`src/pmc_params.svh`:
```
// Constants of the power mode controller
`ifndef PMC_PARAMS_SVH
`define PMC_PARAMS_SVH
// Wake source bit positions
`define PMC_WK_RESET   0
`define PMC_WK_PIN     1
`define PMC_WK_STIMER  2
`define PMC_WK_RTC     3
`define PMC_WK_BROWN   4
`define PMC_WK_COMP    5
`define PMC_WK_CAP     6
`define PMC_WK_PERIPH  7
// Wake sources allowed per reduced mode
`define PMC_SLEEP_WAKE_MASK 8'hFF
`define PMC_PD0_WAKE_MASK   8'h7F
`define PMC_PD1_WAKE_MASK   8'h23
// Domain restore settling time
`define PMC_SETTLE_NS       50
`define PMC_SETTLE_CYCLES   ((`PMC_SETTLE_NS + 9) / 10)
`endif

```
`src/pmc_pkg.sv`:
```
// Types of the power mode controller
`default_nettype none
package pmc_pkg;
    typedef enum logic [1:0] {
        PMC_REQ_SLEEP,
        PMC_REQ_PD0,
        PMC_REQ_PD1,
        PMC_REQ_NONE
    } pmc_req_type;

    typedef struct packed {
        logic cpu_clk_en;
        logic periph_clk_en;
        logic clk32k_en;
        logic flash_pwr;
        logic analog_pwr;
        logic main_pwr;
        logic comp_pwr;
        logic timer_rtc_pwr;
        logic pin_hold;
    } pmc_gate_type;
endpackage : pmc_pkg
`default_nettype wire

```
`src/pmc_power_mode_controller.sv`:
```
// Power mode controller top level
// Function
// - Reset always returns to active, CPU running
// - Reset and interrupts both wake chip
// - Sleep gates off the CPU clock
// - Enabled peripheral clocks keep running in sleep
// - Sleep keeps state, memory, pins held
// - PD0 powers only always-on, oscillators, timers
// - PD0 stops clocks, optional 32k kept
// - PD0 flash/analog off, comparator optional wake
// - PD0 wakes from seven listed sources
// - PD0 retains state; slower wake allowed
// - PD1 drops 32k; pins, comparator wake
// - Brownout detector off until software enables
`timescale 1ns/1ps
`default_nettype none
`include "pmc_params.svh"
module pmc_power_mode_controller #(
    parameter int SETTLE_CYCLES = `PMC_SETTLE_CYCLES
) (
    input  wire logic                 CORE_CLK,
    input  wire logic                 RST,
    input  wire pmc_pkg::pmc_req_type MODE_REQ,
    input  wire logic                 MODE_REQ_VALID,
    input  wire logic                 PERIPH_CLK_SEL,
    input  wire logic                 KEEP_32K,
    input  wire logic                 COMP_KEEP,
    input  wire logic                 EXTERNAL_RESET_PIN_N,
    input  wire logic                 PIN_IRQ,
    input  wire logic                 STIMER_IRQ,
    input  wire logic                 RTC_IRQ,
    input  wire logic                 COMP_ABOVE_REF,
    input  wire logic                 CAP_IRQ,
    input  wire logic                 PERIPH_IRQ,
    input  wire logic                 BROWNOUT_DETECTOR_EN,
    input  wire logic                 BROWNOUT_DETECTOR_TRIP,
    input  wire logic                 BROWNOUT_RESET_SEL,
    output pmc_pkg::pmc_gate_type     GATES,
    output logic [1:0]                MODE,
    output logic                      WAKE,
    output logic                      BROWNOUT_FLAG,
    output logic                      BROWNOUT_RESET
);
    import pmc_pkg::*;

    if (SETTLE_CYCLES < 1) begin : g_bad_settle
        $error("SETTLE_CYCLES must be at least one");
    end

    //------------------------------------------------------------
    // Mode state
    //------------------------------------------------------------
    typedef enum logic [2:0] {ST_ACTIVE, ST_SLEEP, ST_PD0, ST_PD1, ST_RESTORE} pmc_state_type;
    pmc_state_type state;
    pmc_state_type next_state;
    logic [7:0]    wake_src;
    logic [7:0]    wake_mask;
    logic          wake_hit;
    logic          settle_start;
    logic          settle_done;
    logic          brown_event;

    // Brownout acts only once software turns it on
    assign brown_event = BROWNOUT_DETECTOR_EN & BROWNOUT_DETECTOR_TRIP & BROWNOUT_RESET_SEL;

    // Gather wake sources, reset and interrupts alike
    always_comb begin
        wake_src = 8'h00;
        wake_src[`PMC_WK_RESET]  = ~EXTERNAL_RESET_PIN_N;
        wake_src[`PMC_WK_PIN]    = PIN_IRQ;
        wake_src[`PMC_WK_STIMER] = STIMER_IRQ;
        wake_src[`PMC_WK_RTC]    = RTC_IRQ;
        wake_src[`PMC_WK_BROWN]  = brown_event;
        wake_src[`PMC_WK_COMP]   = COMP_ABOVE_REF & COMP_KEEP;
        wake_src[`PMC_WK_CAP]    = CAP_IRQ;
        wake_src[`PMC_WK_PERIPH] = PERIPH_IRQ & PERIPH_CLK_SEL;
    end

    // Allowed sources per reduced mode
    always_comb begin
        case (state)
            ST_SLEEP: wake_mask = `PMC_SLEEP_WAKE_MASK;
            ST_PD0:   wake_mask = `PMC_PD0_WAKE_MASK;
            ST_PD1:   wake_mask = `PMC_PD1_WAKE_MASK;
            default:  wake_mask = 8'h00;
        endcase
    end
    assign wake_hit = |(wake_src & wake_mask);

    // Next mode selection
    always_comb begin
        next_state   = state;
        settle_start = 1'b0;
        case (state)
            ST_ACTIVE: begin
                if (MODE_REQ_VALID) begin
                    case (MODE_REQ)
                        PMC_REQ_SLEEP: next_state = ST_SLEEP;
                        PMC_REQ_PD0:   next_state = ST_PD0;
                        PMC_REQ_PD1:   next_state = ST_PD1;
                        default:       next_state = ST_ACTIVE;
                    endcase
                end
            end
            ST_SLEEP: begin
                if (wake_hit) begin
                    next_state = ST_ACTIVE;
                end
            end
            ST_PD0, ST_PD1: begin
                if (wake_hit) begin
                    next_state   = ST_RESTORE;
                    settle_start = 1'b1;
                end
            end
            ST_RESTORE: begin
                if (settle_done) begin
                    next_state = ST_ACTIVE;
                end
            end
            default: next_state = ST_ACTIVE;
        endcase
    end

    // Mode register, active after reset
    always_ff @(posedge CORE_CLK) begin
        if (RST) begin
            state <= ST_ACTIVE;
        end else begin
            state <= next_state;
        end
    end

    // Settling of restored domains
    pmc_settle #(
        .CYCLES (SETTLE_CYCLES)
    ) u_settle (
        .clk   (CORE_CLK),
        .rst   (RST),
        .start (settle_start),
        .done  (settle_done)
    );

    //------------------------------------------------------------
    // Gate outputs
    //------------------------------------------------------------
    always_ff @(posedge CORE_CLK) begin
        if (RST) begin
            GATES <= '{cpu_clk_en: 1'b1, periph_clk_en: 1'b1, clk32k_en: 1'b1, flash_pwr: 1'b1,
                       analog_pwr: 1'b1, main_pwr: 1'b1, comp_pwr: 1'b1, timer_rtc_pwr: 1'b1,
                       pin_hold: 1'b0};
        end else begin
            case (next_state)
                ST_SLEEP: begin
                    GATES.cpu_clk_en    <= 1'b0;
                    GATES.periph_clk_en <= PERIPH_CLK_SEL;
                    GATES.clk32k_en     <= 1'b1;
                    GATES.flash_pwr     <= 1'b1;
                    GATES.analog_pwr    <= 1'b1;
                    GATES.main_pwr      <= 1'b1;
                    GATES.comp_pwr      <= 1'b1;
                    GATES.timer_rtc_pwr <= 1'b1;
                    GATES.pin_hold      <= 1'b1;
                end
                ST_PD0: begin
                    GATES.cpu_clk_en    <= 1'b0;
                    GATES.periph_clk_en <= 1'b0;
                    GATES.clk32k_en     <= KEEP_32K;
                    GATES.flash_pwr     <= 1'b0;
                    GATES.analog_pwr    <= 1'b0;
                    GATES.main_pwr      <= 1'b0;
                    GATES.comp_pwr      <= COMP_KEEP;
                    GATES.timer_rtc_pwr <= 1'b1;
                    GATES.pin_hold      <= 1'b1;
                end
                ST_PD1: begin
                    GATES.cpu_clk_en    <= 1'b0;
                    GATES.periph_clk_en <= 1'b0;
                    GATES.clk32k_en     <= 1'b0;
                    GATES.flash_pwr     <= 1'b0;
                    GATES.analog_pwr    <= 1'b0;
                    GATES.main_pwr      <= 1'b0;
                    GATES.comp_pwr      <= COMP_KEEP;
                    GATES.timer_rtc_pwr <= 1'b0;
                    GATES.pin_hold      <= 1'b1;
                end
                ST_RESTORE: begin
                    GATES.cpu_clk_en    <= 1'b0;
                    GATES.periph_clk_en <= 1'b1;
                    GATES.clk32k_en     <= 1'b1;
                    GATES.flash_pwr     <= 1'b1;
                    GATES.analog_pwr    <= 1'b1;
                    GATES.main_pwr      <= 1'b1;
                    GATES.comp_pwr      <= 1'b1;
                    GATES.timer_rtc_pwr <= 1'b1;
                    GATES.pin_hold      <= 1'b1;
                end
                default: begin
                    GATES.cpu_clk_en    <= 1'b1;
                    GATES.periph_clk_en <= 1'b1;
                    GATES.clk32k_en     <= 1'b1;
                    GATES.flash_pwr     <= 1'b1;
                    GATES.analog_pwr    <= 1'b1;
                    GATES.main_pwr      <= 1'b1;
                    GATES.comp_pwr      <= 1'b1;
                    GATES.timer_rtc_pwr <= 1'b1;
                    GATES.pin_hold      <= 1'b0;
                end
            endcase
        end
    end

    // Mode code, wake pulse and brownout outputs
    always_ff @(posedge CORE_CLK) begin
        if (RST) begin
            MODE           <= 2'h0;
            WAKE           <= 1'b0;
            BROWNOUT_FLAG  <= 1'b0;
            BROWNOUT_RESET <= 1'b0;
        end else begin
            case (next_state)
                ST_SLEEP: MODE <= 2'h1;
                ST_PD0:   MODE <= 2'h2;
                ST_PD1:   MODE <= 2'h3;
                default:  MODE <= 2'h0;
            endcase
            WAKE           <= (state != ST_ACTIVE) && (next_state == ST_ACTIVE);
            BROWNOUT_FLAG  <= BROWNOUT_DETECTOR_EN & BROWNOUT_DETECTOR_TRIP;
            BROWNOUT_RESET <= brown_event;
        end
    end
endmodule : pmc_power_mode_controller
`default_nettype wire

```
`src/pmc_settle.sv`:
```
// Settling counter used when domains are restored
`timescale 1ns/1ps
`default_nettype none
module pmc_settle #(
    parameter int CYCLES = 5
) (
    input  wire logic clk,
    input  wire logic rst,
    input  wire logic start,
    output logic      done
);
    localparam int W = $clog2(CYCLES + 1);
    logic [W-1:0] count;

    if (CYCLES < 1) begin : g_bad_cycles
        $error("CYCLES must be at least one");
    end

    // Loads on start, counts down, reports done at zero
    always_ff @(posedge clk) begin
        if (rst) begin
            count <= '0;
            done  <= 1'b0;
        end else if (start) begin
            count <= W'(CYCLES);
            done  <= 1'b0;
        end else if (count != '0) begin
            count <= count - 1'b1;
            done  <= (count == W'(1));
        end else begin
            done  <= 1'b0;
        end
    end
endmodule : pmc_settle
`default_nettype wire

```
`config.mk`:
```
export PLATFORM = sky130hd
export DESIGN_NAME = pmc_power_mode_controller
export DESIGN_NICKNAME = d
export VERILOG_FILES = /design/src/pmc_pkg.sv /design/src/pmc_power_mode_controller.sv /design/src/pmc_settle.sv
export VERILOG_INCLUDE_DIRS = /design/src
export SDC_FILE = /design/constraint.sdc
export NUM_CORES = 1
export LEC_CHECK = 0
export BUFFER_PORTS_ARGS = -buffer_cell sky130_fd_sc_hd__buf_2
export CAP_MARGIN = 20
export CORE_MARGIN = 1.5
export CORE_UTILIZATION = 51
export DETAILED_ROUTE_END_ITERATION = 12
export GPL_TIMING_DRIVEN = 0
export PLACE_DENSITY = 0.82
export SKIP_LAST_GASP = 1
export SYNTH_ARGS = -nofsm -noshare
export SYNTH_HDL_FRONTEND = slang
export SYNTH_HIERARCHICAL = 1
export SYNTH_SLANG_ARGS = --single-unit
```
`constraint.sdc`:
```
create_clock -name CORE_CLK -period 3 [get_ports CORE_CLK]
set_clock_uncertainty 0.05 [all_clocks]
set_input_delay 0.3 -clock CORE_CLK [delete_from_list [all_inputs] [get_ports CORE_CLK]]
set_output_delay 0.3 -clock CORE_CLK [all_outputs]
set_load 0.02 [all_outputs]
```
==> flow_metrics.py <==
metrics = {
    "logic_synthesis": {
        "yosys.area.top_type": "dfxtp_1",
        "ys_types": 40,
        "synth_seq_cells": 19,
        "synthFlopType": "dfxtp_1",
        "postSynthAreaPerCell_sq_um": 9.883,
        "synth.yosys.seq_area_share_pct": 43.24,
        "synth.cell_area_sq_um": 879.6,
        "yosysTopAreaCellShare_pct": 43.24,
        "netlist_instances": 89,
        "synthesis.nets": 110,
        "synthTopCellsByArea": "dfxtp_1, ha_1, nor3b_1",
        "synthArstFlopShare_pct": 0,
        "synth_edf_count": 0,
        "ys.warnings.count": 6,
        "synth.most_common_cell": "dfxtp_1",
    },
    "clock_network": {
        "clockBufferDepth": 2,
        "cts_resized": 0,
        "clock_latency_ps": 300,
        "path_clk_slew_ps": 100,
        "post_cts_buffers": 0,
        "root_buffer": "clkbuf_4",
        "cts_sinks": 19,
        "htreeDepth": 1,
        "holdBufCountCts": 0,
        "cts_inserted_buffers": 3,
        "cts_tree": "yes",
    },
    "setup_path": {
        "path_class": "reg2reg",
        "slowest_stage": "or3_4",
        "cp.required_ps": 3120,
        "worstPathCellList": "buf_6 -> or3b_4 -> or3_4 -> o31ai_4 -> nand4b_1",
        "critPathLaunchType": "register",
        "reg2reg_to": "GATES[1]",
        "ff2ff_setup_slack_ps": 1300,
        "r2r-start": "state[0]",
        "path_max_fanout": 9,
        "crit_path_end_kind": "register",
        "max_stage_delay_ps": 410,
        "worstRegToRegCells": 5,
        "arrival_ps": 1820,
    },
    "hold_path": {
        "hold_start": "COMP_KEEP",
        "hold_end": "GATES[2]",
        "hold_class": "in2reg",
        "whs_path_depth": 2,
    },
    "global_route": {
        "grt_max_degree": 11,
        "gr-total-overflow": 0,
        "grt_usage_pct": 19.90,
        "first_global_vias": 639,
        "antenna_found_initial": 0,
        "grt_pass1_wl_mm": 2.760,
    },
    "finish": {
        "layout.nets": 146,
        "multi_input_area_sq_um": 450.4,
        "antenna_cells": 0,
        "stdcell_count": 140,
        "fillers": 138,
        "drive_gt1_share_pct": 34.68,
        "seqCellArea_sq_um": 380.4,
        "fin_util_pct": 69.34,
        "syn_to_final_growth_pct": 22.90,
    },
    "power": {
        "power_frac_comb_pct": 31.8,
        "power_frac_seq_pct": 48.3,
        "internal-power_w": 0.0004378,
        "total_power_w": 0.0006437,
        "peakVddDrop_uv": 484.9,
        "switching_power_w": 0.0002059,
        "clkPwrFrac_pct": 19.9,
        "leakage_nw": 0.4517,
        "swShare_pct": 31.99,
        "p_per_area_nw_per_um2": 595.5,
    },
    "drt": {
        "routed_wl_mm": 1.737,
        "wl_per_cell_um": 12.41,
        "drc": 4,
        "ant_nets": 0,
        "viasPerCell": 5.586,
        "drt_iter0_drc": 11,
        "drt_pass1_iterations": 9,
        "vias": 782,
    },
    "place": {
        "dp_hpwl_mm": 1.301,
        "port-buffer-count": 31,
        "place.gp.congestion": 0.7739,
        "dp.cells": 136,
    },
    "sta": {
        "rsz0062_at_grt": "no",
        "setup_viol_count_final": 0,
        "finalHoldViolCount": 0,
        "slew_headroom_pct": 72.03,
        "tightest_slew_ps": 416.3,
        "setup_tns_ps": 0,
        "slew_violations": 0,
        "timing.hold.ws_ps": 153.3,
        "period_minus_slack_ps": 1702,
        "period_share_pct": 56.74,
        "clock.fmax_mhz": 587.5,
    },
    "floorplanning": {
        "num_rows": 14,
        "initial_utilization_pct": 56.42,
        "fp.dieH_um": 44.53,
        "die-area_sq_um": 1983,
        "die_x_um": 44.53,
        "core-area_sq_um": 1559,
        "io_pins": 32,
    },
    "job": {
        "drv_cap": 0,
    },
    "outcome": {
        "status": "finished, violations left",
        "violations": "design-rule violations",
    },
}
[per-layer routing]
layer	share of wire, %	routed length, um	track usage [%]	up-vias
li1	-	-	-	397
met1	43	750	24.24	355
met2	49	846	30.43	26
met3	5.6	98	5.714	4
met4	2.4	42	12.73	0
met5	0	0	0	-
[stage by stage]
stage | worst slack, ps | cell area [sq um]
after floorplan | 1383 | 879.6
after global placement | 1284 | 1055
after detailed placement | 1282 | 1055
after CTS | 1292 | 1081
after global routing | 1264 | 1081
final | 1298 | 1081
[worst max-delay path, delay by kind of cell, from the launching register on]
kind	cells	cell delay, ps
compound gates	1	110
buf+inv	1	130
flops	1	320
simple gates	3	970
[flip-flops by register name, indices dropped and copies added (netlist names)]
| signal | flops |
|---|---|
| GATES | 7 |
| state | 3 |
| u_settle/count | 3 |
| MODE | 2 |
| BROWNOUT_FLAG | 1 |
| BROWNOUT_RESET | 1 |
| WAKE | 1 |
| u_settle/done | 1 |
[power by group through the flow]
| stage | Clock [W] | Sequential (W) | Combinational [W] |
|---|---|---|---|
| 3_5_place_dp | 0 | 0.000316 | 0.000205 |
| 5_1_grt | 0.000144 | 0.000318 | 0.000229 |
| 6_report | 0.000128 | 0.000311 | 0.000205 |
| 2_1_floorplan | 0 | 0.000324 | 0.000145 |
| 4_1_cts | 0.000130 | 0.000311 | 0.000206 |
| 3_3_place_gp | 0 | 0.000314 | 0.000199 |
[how the worst max path moves through the flow]
| stage | from | endpoint | depth (start not counted) |
|---|---|---|---|
| 3_5_place_dp | STIMER_IRQ | u_settle/count[0] | 7 |
| 2_1_floorplan | state[0] | GATES[8] | 4 |
| 5_1_grt | state[0] | GATES[7] | 5 |
| 4_1_cts | state[0] | GATES[1] | 5 |
| 3_3_place_gp | STIMER_IRQ | u_settle/count[0] | 7 |
| 6_report | state[0] | GATES[1] | 5 |
[cell usage in the layout (no fill, tap or decap), types with 2 or more instances in the layout]
cell	instances
buf_2	31
dfxtp_1	19
nand2_1	4
nor2_1	4
inv_1	4
nor3b_1	4
and2_1	4
nand3_1	3
nand2b_1	3
nor4_1	3
clkbuf_4	3
ha_1	3
nand3b_1	2
nor3_1	2
a21oi_1	2
clkbuf_1	2
nand4b_1	2
a31oi_1	2
nor4b_1	2
a211oi_1	2
buf_4	2
[cell type report]
cell class                 instances  share of cell area (%)
clock buffer                       4                   2.431
sequential                        19                   35.19
tap                               16                   1.852
timing repair buffer              31                   14.35
multi-input combinational         61                   41.67
buffer                             4                   2.778
inverter                           5                   1.736
[logic make-up (layout without fill, tap and decap cells)]
| family | count (synthesis) | after routing | synth area share (%) |
|---|---|---|---|
| AND/OR/NAND/NOR | 41 | 41 | 29.73 |
| flip-flops | 19 | 19 | 43.24 |
| AO/OA/AOI/OAI | 16 | 16 | 16.22 |
| buffers and inverters | 9 | 44 | 5.546 |
| adder cells (fa/ha/maj) | 3 | 3 | 4.268 |
| XOR/XNOR | 1 | 1 | 0.9959 |
No activity file was read; power rests on OpenSTA's default activity.
